## config.mk

```make
export PLATFORM = sky130hd
export DESIGN_NAME = twb_write_seq
export DESIGN_NICKNAME = d
export VERILOG_FILES = /design/src/rtl/twb_pkg.sv /design/src/rtl/twb_fifo.sv /design/src/rtl/twb_write_seq.sv
export VERILOG_INCLUDE_DIRS = /design/src /design/src/rtl
export SDC_FILE = /design/constraint.sdc
export NUM_CORES = 1
export LEC_CHECK = 0
export ABC_AREA = 1
export BUFFER_PORTS_ARGS = -buffer_cell sky130_fd_sc_hd__buf_4
export CAP_MARGIN = 5
export CORE_MARGIN = 2
export CORE_UTILIZATION = 45
export DETAILED_ROUTE_END_ITERATION = 10
export PLACE_DENSITY = 0.67
export SLEW_MARGIN = 30
export SYNTH_ARGS = -nofsm -noshare
export SYNTH_HDL_FRONTEND = slang
export SYNTH_SLANG_ARGS = --single-unit
```

## constraint.sdc

```tcl
create_clock -name clk -period 3.2 [get_ports clk]
set_input_delay 0.32 -clock clk [delete_from_list [all_inputs] [get_ports clk]]
set_output_delay 0.32 -clock clk [all_outputs]
set_load 0.01 [all_outputs]
```

## src/rtl/twb_cfg.svh

```systemverilog
// Constants for the tag block write sequencer.
// Assumes inclusion by bare name from the sequencer and its package users.
//
// Contract
// - Command code 0x05 selects and starts the data block write sequence.
// - Start block is an absolute block index from 0, not a byte address.
// - Selector bit 7 set means key B, clear means key A.
// - Six-byte key is least significant byte first.
// - With a key supplied, authenticate the starting block's sector before writing.
// - Failed authentication loads its error code and ends without writing.
// - After authentication write the start block, then following blocks until count exhausted.
// - Skip key and lock-bit blocks; skipped blocks do not count.
// - Entering a new sector, authenticate it with the same key before writing.
// - Buffer bytes are taken consecutively from the offset across all blocks.
// - All blocks written successfully sets the result to no-error.
// - A failed block write stores a write error code in the result.
`ifndef TWB_CFG_SVH
`define TWB_CFG_SVH

// ----------------------------------------
// Command and argument layout
// ----------------------------------------
`define TWB_CMD_WRITE_BLOCK 8'h05
`define TWB_KEYSEL_B_BIT 7
`define TWB_KEYSEL_KEY_BIT 6

// ----------------------------------------
// Tag memory geometry
// ----------------------------------------
`define TWB_BLOCK_BYTES 5'h10
`define TWB_LAST_BYTE 5'h0f
`define TWB_LAST_BLOCK 8'hff

// ----------------------------------------
// Result codes
// ----------------------------------------
`define TWB_RES_NO_ERR 8'h00
`define TWB_RES_AUTH_ERR 8'h01
`define TWB_RES_WRITE_ERR 8'h02
`define TWB_RES_PARAM_ERR 8'h03
`define TWB_RES_CMD_ERR 8'h04

// ----------------------------------------
// Defaults
// ----------------------------------------
`define TWB_BUF_LEN 256
`define TWB_FIFO_DEPTH 4

`endif

```

## src/rtl/twb_pkg.sv

```systemverilog
// Types shared by the tag block write sequencer.
// Assumes nothing beyond a SystemVerilog compiler.
`default_nettype none
package twb_pkg;

	// ----------------------------------------
	// Sequencer states and tag operations
	// ----------------------------------------
	typedef enum logic [2:0] {
		TWB_IDLE,
		TWB_SEEK,
		TWB_AUTH_REQ,
		TWB_AUTH_WAIT,
		TWB_WR_REQ,
		TWB_FILL,
		TWB_WR_WAIT
	} twb_state_t;

	typedef enum logic {
		TWB_OP_AUTH,
		TWB_OP_WRITE
	} twb_op_t;

	// ----------------------------------------
	// Sequencer state record
	// ----------------------------------------
	typedef struct packed {
		twb_state_t st;
		logic [7:0] blk;
		logic [7:0] cnt;
		logic [7:0] ptr;
		logic key_on;
		logic key_b;
		logic [47:0] key;
		logic [5:0] sect;
		logic sect_ok;
		logic [4:0] byte_cnt;
		logic rd_pend;
		logic [7:0] result;
		logic res_vld;
	} twb_seq_t;

endpackage
`default_nettype wire

```

## src/rtl/twb_fifo.sv

```systemverilog
// Small FIFO holding block bytes on their way to the tag link.
// Assumes one clock, synchronous active-low reset and a shared clock enable.
`timescale 1ns/10ps
`default_nettype none
module twb_fifo #(
	parameter int WIDTH = 8,
	parameter int DEPTH = 4
) (
	input wire logic clk,
	input wire logic rst_b,
	input wire logic clk_en,
	input wire logic in_valid,
	output logic in_ready,
	input wire logic [WIDTH-1:0] in_data,
	output logic out_valid,
	input wire logic out_ready,
	output logic [WIDTH-1:0] out_data
);
	localparam int PW = (DEPTH > 1) ? $clog2(DEPTH) : 1;
	localparam int CW = $clog2(DEPTH + 1);

	typedef struct packed {
		logic [DEPTH-1:0][WIDTH-1:0] mem;
		logic [PW-1:0] wp;
		logic [PW-1:0] rp;
		logic [CW-1:0] cnt;
	} twb_fifo_st_t;

	twb_fifo_st_t s_ff;
	twb_fifo_st_t nxt_s;
	logic push;
	logic pop;

	// Handshakes closed while frozen so nothing is lost
	assign in_ready = clk_en && (s_ff.cnt != CW'(DEPTH));
	assign out_valid = clk_en && (s_ff.cnt != '0);
	assign out_data = s_ff.mem[s_ff.rp];
	assign push = in_valid && in_ready;
	assign pop = out_valid && out_ready;

	always_comb begin
		nxt_s = s_ff;
		if (push) begin
			nxt_s.mem[s_ff.wp] = in_data;
			nxt_s.wp = (s_ff.wp == PW'(DEPTH - 1)) ? '0 : s_ff.wp + PW'(1);
		end
		if (pop) begin
			nxt_s.rp = (s_ff.rp == PW'(DEPTH - 1)) ? '0 : s_ff.rp + PW'(1);
		end
		if (push && !pop) begin
			nxt_s.cnt = s_ff.cnt + CW'(1);
		end else if (pop && !push) begin
			nxt_s.cnt = s_ff.cnt - CW'(1);
		end
	end

	always_ff @(posedge clk) begin
		if (!rst_b) begin
			s_ff <= '0;
		end else if (clk_en) begin
			s_ff <= nxt_s;
		end
	end
endmodule
`default_nettype wire

```

## src/rtl/twb_write_seq.sv

```systemverilog
// Write data block command sequencer: authenticates sectors and streams
// buffer bytes into consecutive data blocks of the tag.
// Assumes a synchronous data buffer with one cycle read latency and a tag
// link that answers each request with one response pulse.
`timescale 1ns/10ps
`default_nettype none
`include "twb_cfg.svh"
module twb_write_seq #(
	parameter int BUF_LEN = `TWB_BUF_LEN,
	parameter int FIFO_DEPTH = `TWB_FIFO_DEPTH
) (
	input wire logic clk,
	input wire logic rst_b,
	input wire logic clk_en,
	input wire logic cmd_valid,
	output logic cmd_ready,
	input wire logic [7:0] cmd_code,
	input wire logic [7:0] cmd_arg_block,
	input wire logic [7:0] cmd_arg_count,
	input wire logic [7:0] cmd_arg_offset,
	input wire logic [7:0] cmd_arg_key_sel,
	input wire logic [47:0] cmd_arg_key,
	output logic buf_rd_en,
	output logic [7:0] buf_rd_addr,
	input wire logic [7:0] buf_rd_data,
	output logic tag_req_valid,
	input wire logic tag_req_ready,
	output logic tag_req_write,
	output logic [7:0] tag_req_block,
	output logic tag_req_key_b,
	output logic [47:0] tag_req_key,
	output logic tag_data_valid,
	input wire logic tag_data_ready,
	output logic [7:0] tag_data,
	input wire logic tag_resp_valid,
	input wire logic tag_resp_ok,
	output logic busy,
	output logic result_valid,
	output logic [7:0] result_code
);
	// ----------------------------------------
	// Declarations
	// ----------------------------------------
	twb_pkg::twb_seq_t s_ff;
	twb_pkg::twb_seq_t nxt_s;
	logic fifo_in_ready;
	logic fifo_push;
	logic cmd_take;
	logic [12:0] total_end;
	logic args_bad;
	logic resp_take;

	// Sector index: 32 small sectors of 4 blocks, then 16-block sectors
	function automatic logic [5:0] sector_of(input logic [7:0] blk);
		sector_of = blk[7] ? {3'b100, blk[6:4]} : {1'b0, blk[6:2]};
	endfunction

	// Last block of each sector holds keys and lock bits
	function automatic logic is_trailer(input logic [7:0] blk);
		is_trailer = blk[7] ? (&blk[3:0]) : (&blk[1:0]);
	endfunction

	// ----------------------------------------
	// Handshakes and outputs
	// ----------------------------------------
	assign cmd_ready = clk_en && (s_ff.st == twb_pkg::TWB_IDLE);
	assign cmd_take = cmd_valid && cmd_ready;
	assign resp_take = clk_en && tag_resp_valid;
	assign tag_req_valid = clk_en && ((s_ff.st == twb_pkg::TWB_AUTH_REQ) || (s_ff.st == twb_pkg::TWB_WR_REQ));
	assign tag_req_write = (s_ff.st == twb_pkg::TWB_WR_REQ);
	assign tag_req_block = s_ff.blk;
	assign tag_req_key_b = s_ff.key_b;
	assign tag_req_key = s_ff.key;
	assign buf_rd_en = (s_ff.st == twb_pkg::TWB_FILL) && !s_ff.rd_pend && fifo_in_ready;
	assign buf_rd_addr = s_ff.ptr;
	assign fifo_push = clk_en && (s_ff.st == twb_pkg::TWB_FILL) && s_ff.rd_pend;
	assign busy = (s_ff.st != twb_pkg::TWB_IDLE);
	assign result_valid = s_ff.res_vld;
	assign result_code = s_ff.result;

	// reject a span that runs past the buffer
	assign total_end = {1'b0, cmd_arg_count, 4'h0} + {5'h00, cmd_arg_offset};
	assign args_bad = (cmd_arg_count == 8'h00) || (total_end > 13'(BUF_LEN));

	// ----------------------------------------
	// Sequencer
	// ----------------------------------------
	always_comb begin
		nxt_s = s_ff;
		nxt_s.res_vld = 1'b0;
		case (s_ff.st)
			twb_pkg::TWB_IDLE: begin
				if (cmd_take) begin
					// only the block write code runs
					if (cmd_code != `TWB_CMD_WRITE_BLOCK) begin
						nxt_s.result = `TWB_RES_CMD_ERR;
						nxt_s.res_vld = 1'b1;
					end else if (args_bad) begin
						nxt_s.result = `TWB_RES_PARAM_ERR;
						nxt_s.res_vld = 1'b1;
					end else begin
						nxt_s.blk = cmd_arg_block;
						nxt_s.cnt = cmd_arg_count;
						nxt_s.ptr = cmd_arg_offset;
						nxt_s.key_b = cmd_arg_key_sel[`TWB_KEYSEL_B_BIT];
						nxt_s.key_on = cmd_arg_key_sel[`TWB_KEYSEL_KEY_BIT];
						nxt_s.key = cmd_arg_key;
						nxt_s.sect_ok = 1'b0;
						nxt_s.st = twb_pkg::TWB_SEEK;
					end
				end
			end
			twb_pkg::TWB_SEEK: begin
				if (is_trailer(s_ff.blk)) begin
					if (s_ff.blk == `TWB_LAST_BLOCK) begin
						nxt_s.result = `TWB_RES_PARAM_ERR;
						nxt_s.res_vld = 1'b1;
						nxt_s.st = twb_pkg::TWB_IDLE;
					end else begin
						nxt_s.blk = s_ff.blk + 8'h01;
					end
				end else if (s_ff.key_on && (!s_ff.sect_ok || (sector_of(s_ff.blk) != s_ff.sect))) begin
					nxt_s.sect = sector_of(s_ff.blk);
					nxt_s.sect_ok = 1'b0;
					nxt_s.st = twb_pkg::TWB_AUTH_REQ;
				end else begin
					nxt_s.st = twb_pkg::TWB_WR_REQ;
				end
			end
			twb_pkg::TWB_AUTH_REQ: begin
				if (tag_req_ready) begin
					nxt_s.st = twb_pkg::TWB_AUTH_WAIT;
				end
			end
			twb_pkg::TWB_AUTH_WAIT: begin
				if (resp_take) begin
					if (tag_resp_ok) begin
						nxt_s.sect_ok = 1'b1;
						nxt_s.st = twb_pkg::TWB_WR_REQ;
					end else begin
						nxt_s.result = `TWB_RES_AUTH_ERR;
						nxt_s.res_vld = 1'b1;
						nxt_s.st = twb_pkg::TWB_IDLE;
					end
				end
			end
			twb_pkg::TWB_WR_REQ: begin
				if (tag_req_ready) begin
					nxt_s.byte_cnt = 5'h00;
					nxt_s.rd_pend = 1'b0;
					nxt_s.st = twb_pkg::TWB_FILL;
				end
			end
			twb_pkg::TWB_FILL: begin
				if (s_ff.rd_pend) begin
					nxt_s.rd_pend = 1'b0;
					nxt_s.ptr = s_ff.ptr + 8'h01;
					nxt_s.byte_cnt = s_ff.byte_cnt + 5'h01;
					if (s_ff.byte_cnt == `TWB_LAST_BYTE) begin
						nxt_s.st = twb_pkg::TWB_WR_WAIT;
					end
				end else if (fifo_in_ready) begin
					nxt_s.rd_pend = 1'b1;
				end
			end
			twb_pkg::TWB_WR_WAIT: begin
				if (resp_take) begin
					if (!tag_resp_ok) begin
						nxt_s.result = `TWB_RES_WRITE_ERR;
						nxt_s.res_vld = 1'b1;
						nxt_s.st = twb_pkg::TWB_IDLE;
					end else if (s_ff.cnt == 8'h01) begin
						nxt_s.cnt = 8'h00;
						nxt_s.result = `TWB_RES_NO_ERR;
						nxt_s.res_vld = 1'b1;
						nxt_s.st = twb_pkg::TWB_IDLE;
					end else if (s_ff.blk == `TWB_LAST_BLOCK) begin
						nxt_s.result = `TWB_RES_PARAM_ERR;
						nxt_s.res_vld = 1'b1;
						nxt_s.st = twb_pkg::TWB_IDLE;
					end else begin
						nxt_s.cnt = s_ff.cnt - 8'h01;
						nxt_s.blk = s_ff.blk + 8'h01;
						nxt_s.st = twb_pkg::TWB_SEEK;
					end
				end
			end
			default: begin
				nxt_s.st = twb_pkg::TWB_IDLE;
			end
		endcase
	end

	always_ff @(posedge clk) begin
		if (!rst_b) begin
			s_ff <= '0;
		end else if (clk_en) begin
			s_ff <= nxt_s;
		end
	end

	// ----------------------------------------
	// Byte buffer toward the tag
	// ----------------------------------------
	twb_fifo #(
		.WIDTH(8),
		.DEPTH(FIFO_DEPTH)
	) u_fifo (
		.clk(clk),
		.rst_b(rst_b),
		.clk_en(clk_en),
		.in_valid(fifo_push),
		.in_ready(fifo_in_ready),
		.in_data(buf_rd_data),
		.out_valid(tag_data_valid),
		.out_ready(tag_data_ready),
		.out_data(tag_data)
	);
endmodule
`default_nettype wire

```

======== Word-level counts from Yosys, hierarchy flattened ========
Index checks and enable logic that the tools add are counted.
W data, S select, Z words.
operators by class
  bitwise logic cells ..................... 3
  mux-type cells .......................... 62
  add/sub/neg operators ................... 9
  equality and inequality tests ........... 35
  reductions and logical operators ........ 49
  order comparisons ....................... 4
operators with widths
  kind                   count
  $mux W77               3
  $mux W9                10
  $mux W8                7
  $pmux W9 S4            1
  $ne A2 B2 Y1 const B   17
  $mux W3                11
  $bwmux W32             1
  $mux W16               2
  $pmux W8 S2            2
  $pmux W8 S3            1
  $reduce_and A11 Y1     2
  $pmux W3 S7            1
  $mux W19               1
  $add A8 B1 Y8 const B  2
  $bmux W8 S2            1
  $demux W8 S2           1
  $logic_and A1 B1 Y1    16
  $reduce_and A8 Y1      2
  $add A12 B8 Y13        1
  $gt A13 B9 Y1 const B  1
  $mux W1                13
  $mux W6                2
  $pmux W6 S2            1
  $reduce_and A4 Y1      3
  35 further kinds       60
word-level totals
  word-level logic and storage cells ...... 182
  register bits ........................... 138

======== Longest topological paths before layout ========
  word-level depth ........................ 8
  gate-level depth with buffers ........... 16

======== By module ========
A second synthesis with hierarchy kept.
unflattened totals
  cells, all modules ...................... 1235
  area total of the unflattened synthesis .. 7952.6 um^2
by module, submodules not included
  module         instances  seq. area each (um^2)  area an instance (um^2)  cells each
  twb_write_seq  1          1981.9                 6015.8                   929
  twb_fifo       1          780.7                  1936.9                   306

======== Worst setup path before layout ========
No wires, ideal clock.
  kind .................................... in2reg
  start ................................... input port cmd_arg_count[0]
  end ..................................... register s_ff, in the netlist buf_rd_addr[1]
  cell stages on the path ................. 13
  setup slack ............................. 997 ps
  data required time ...................... 3087 ps
  arrival time ............................ 2091 ps
  cell sequence ........................... ha_1 fa_1 nor2_1 nand3_1 nor2_1 nand3_1 nand2_1 nand2_1 nand2_2 nand3_2 buf_4 nor2_1 nor2_1
between the ends
  longest elaborated chain between the ends .. 5
  elaborated cells between the ends (all ways) .. 6
  those cells by class .................... 1 x add/sub; 1 x order compare; 1 x eq/ne; 3 x reduce/logical
ends and longest elaborated chain
  what                           line                  source
  start, declared                twb_write_seq.sv:19   input wire logic [7:0] cmd_arg_count,
  $add A12 B8 Y13                twb_write_seq.sv:82   assign total_end = {1'b0, cmd_arg_count, 4'h0} + {5'h00, cmd_arg_offset};
  $gt A13 B9 Y1                  twb_write_seq.sv:83   assign args_bad = (cmd_arg_count == 8'h00) || (total_end > 13'(BUF_LEN));
  $logic_or A1 B1 Y1 *           twb_write_seq.sv:83
  $ne A2 B2 Y1 (no line) *       -
  $reduce_and A6 Y1 (no line) *  -
  end signal, assigned           twb_write_seq.sv:198  s_ff <= nxt_s;
  end, declared                  twb_write_seq.sv:44   twb_pkg::twb_seq_t s_ff;
Mark *: on every way between the ends. The rest lies on a longest branch, timed or not.
A chain may end at the register's enable or synchronous reset.

======== Worst setup path after layout ========
  start ................................... register s_ff[96] in the netlist's numbering
  end ..................................... register u_fifo.s_ff[2] in the netlist's numbering
between the ends
  longest elaborated chain between the ends .. 8
  elaborated cells between the ends (all ways) .. 10
  those cells by class .................... 1 x eq/ne; 1 x mux; 8 x reduce/logical
ends and longest elaborated chain
  what                                 line                 source
  $eq A3 B3 Y1 *                       twb_write_seq.sv:76  assign fifo_push = clk_en && (s_ff.st == twb_pkg::TWB_FILL) && s_ff.rd_pend;
  $logic_and A1 B1 Y1 * (2 in series)  twb_write_seq.sv:76
  $logic_and A1 B1 Y1 *                twb_fifo.sv:38       assign push = in_valid && in_ready;
  $logic_not A1 Y1                     twb_fifo.sv:52       end else if (pop && !push) begin
  $logic_and A1 B1 Y1                  twb_fifo.sv:52
  $reduce_bool A2 Y1 (no line)         -
  $reduce_and A2 Y1 (no line)          -
  end signal, assigned                 twb_fifo.sv:61       s_ff <= nxt_s;
  end, declared                        twb_fifo.sv:29       twb_fifo_st_t s_ff;
Marked as above.

==> metrics.txt <==
Critical Path Fanout Max 9; cell-internal power 0.00303 W; ratio of total power to cell area 427 nW/um2; buffer levels on the longest clock path 2; proportion of total power due to net switching 22.8%; crit path DAT 2.74 ns; Worst Max-Slew Pin Slew 0.510 ns; Worst-path clk slew 0.06 ns; layout cells sized above 1 21.8%; WL final 19,200 um; Async SR Flop Fraction 0%; signed area change from the synthesized netlist to the final layout 21.3%; area used by multi-input combinational logic 3540 um2; most common cell in the synthesized netlist nor2_1; nature of the critical path endpoint register; Hold Path Stages 3; half-perimeter wire length after placement 13,400 um; final max-slew violation count 0; r2r setup slk 0.77 ns; final hold viol count 0; GRT Total Usage 21.5%; Initial Util 45.9%; antenna-violating nets left 0; total vias in the final route 7,105; worst hold-check path type in2reg; most area-consuming cells after synthesis dfxtp_1, nor2_1, o21ai_0; final core occ 55.6%; library cells used by synthesis 41; ratio of routed vias to standard cells 4.92; maximum level of the CTS H-tree 4; Max-Slew Margin vs Limit 65.7%; source of the critical timing path s_ff[96]$_SDFFE_PN0P_; post-CTS setup repair buffer count 0; wire length per cell 13.3 um; Seq cells post-synth 138; main flop type after synthesis dfxtp_1; post-placement worst setup slack 0.583 ns; number of clock sinks seen by CTS 138; first-pass GRT wire length 31,400 um; RePlAce Congestion 0.880; Floorplan Core Area 16,500 um2; P_sw 0.000896 W; yosys synthesis warning count 0; type of element launching the critical path register; worst skew pair latency 0.42 ns; die footprint 17,900 um2; number of instances in the synthesized netlist 1,108; HP Start buf_rd_data[6]; final global-route overflow total 0; minimum clock period after layout 2.43 ns; via count of the first global-routing pass 6,455; proportion of power drawn by the clock network 50.3%; sequential group share of total power 43.9%; area of the mapped netlist 7580 um2; Post-Route Skew 0.00575 ns; top cells by count, synth nor2_1, nand2_1, dfxtp_1, inv_1, o21ai_0; timing-limited maximum frequency 0.412 GHz; die extent in y 134 um; period utilization 75.9%; endpoint of the worst hold path u_fifo.s_ff[37]$_SDFFE_PN0P_; leakage power of the design 4.31 nW; DRC Markers 0; number of hold buffers added after CTS 0; dominant cell type by area after synthesis dfxtp_1; start-to-end type of the worst setup path reg2reg; count of input and output buffers 185; Mean Syn Cell Area 6.84 um2; Req. time, crit path 3.51 ns; number of clock buffers inserted by TritonCTS 17; detailed-routing iteration count for the pre-antenna-repair pass 5; count of final setup violators 0; chip width 134 um; capture instance of the worst register-to-register path u_fifo.s_ff[2]$_SDFFE_PN0P_; worst r2r src s_ff[96]$_SDFFE_PN0P_; clock root cell clkbuf_16; clock tree from TritonCTS done; sequential area share after synthesis 36.5%; run status completed; worst voltage drop across the vdd grid 0.368 mV; largest net degree at the start of global routing 51; EDFF count, synth 0; share of Yosys cell area claimed by the top area cell type 36.5%; number of maximum-capacitance constraint violations 0; Detailed Route Iter0 Violations 434; total I/O pin count 192; Layout Nets 1,333; setup ws final 0.771 ns; number of antenna violations at the first check in global routing 0; number of rows created at floorplan 47; RSZ-0062 raised after global routing no; area of all sequential standard cells 2760 um2; syn nets 1,230; cells on worst reg2reg path 11; cells resized by post-CTS repair 0; logic gate share of total power 5.8%; number of filler cells placed in the layout 1,592; setup_tns 0 ns
-- power by group through the flow --
stage          combinational (W)  clock, W  sequential [W]
6_report                0.000229   0.00198         0.00172
5_1_grt                 0.000255   0.00211         0.00172
4_1_cts                 0.000230   0.00202         0.00172
3_5_place_dp            0.000229         0         0.00176
3_3_place_gp            0.000227         0         0.00176
2_1_floorplan          0.0000999         0         0.00176
-- placed cells by master (no fill, tap or decap), drive strengths merged, types with 9 or more instances in the layout --
cell,count
inv,147
buf,192
a21oi,87
nor3,9
dfxtp,138
nor2,189
nand2,168
o22ai,17
nand3,48
clkinv,9
ha,16
clkbuf,20
o21ai,140
-- worst max-delay path: stages (launching register included) --
cell and delay [ns]:
dfxtp_1 0.53, inv_4 0.11, nor2_8 0.22, nand3_1 0.25
inv_2 0.15, ha_1 0.19, inv_1 0.06, fa_1 0.37
xnor2_1 0.16, nand2_1 0.08, o21ai_0 0.15, a21oi_1 0.05
-- how the worst max path moves through the flow --
stage | endpoint | slack [ns] | cells past startpoint
6_report | u_fifo.s_ff[2]$_SDFFE_PN0P_ | 0.77 | 11
5_1_grt | tag_req_block[1]$_SDFFE_PN0P_ | 0.61 | 11
4_1_cts | u_fifo.s_ff[2]$_SDFFE_PN0P_ | 0.77 | 11
3_5_place_dp | tag_req_block[7]$_SDFFE_PN0P_ | 0.58 | 14
3_3_place_gp | tag_req_block[0]$_SDFFE_PN0P_ | 0.63 | 13
2_1_floorplan | buf_rd_addr[1]$_SDFFE_PN0P_ | 1.0 | 13
-- routing by layer --
layer	wire length (um)	track usage [%]
met3	1070	4.57
met5	0	0
met2	8770	34.8
met4	369	8.04
met1	8950	28.3
-- area by class of cell --
type,count,share of cell area (%)
inverter,148,6.13
sequential,138,30.1
antenna,1,0.0272
timing repair buffer,192,15.8
clock buffer,20,4.97
tap,220,3.00
clock inverter,12,1.52
multi-input combinational,714,38.5
-- logic make-up after synthesis --
kind of cell             share of synthesized area, %
AND/OR/NAND/NOR                                  24.7
AO/OA/AOI/OAI                                    17.7
buffers and inverters                            16.9
flip-flops                                       36.5
adder cells (fa/ha/maj)                          3.17
XOR/XNOR                                         1.04
-- state kept, by name, indices dropped and copies added (netlist names) --
signal and cells:
result_valid 1, tag_req_key 48, u_fifo.s_ff 39, buf_rd_addr 8
s_ff 25, result_code 8, tag_req_block 8, tag_req_key_b 1
-- per-stage QoR --
stage	hold WS (ns)	std cells	area, um2	power, W
6_report	0.147	1445	9190	0.00393
3_5_place_dp	0.436	1412	8590	0.00199
3_3_place_gp	0.433	1412	8590	0.00199
5_1_grt	0.156	1444	9190	0.00409
2_1_floorplan	0.424	1108	7580	0.00186
4_1_cts	0.138	1444	9190	0.00397
Power figures use the tool's default switching activity.
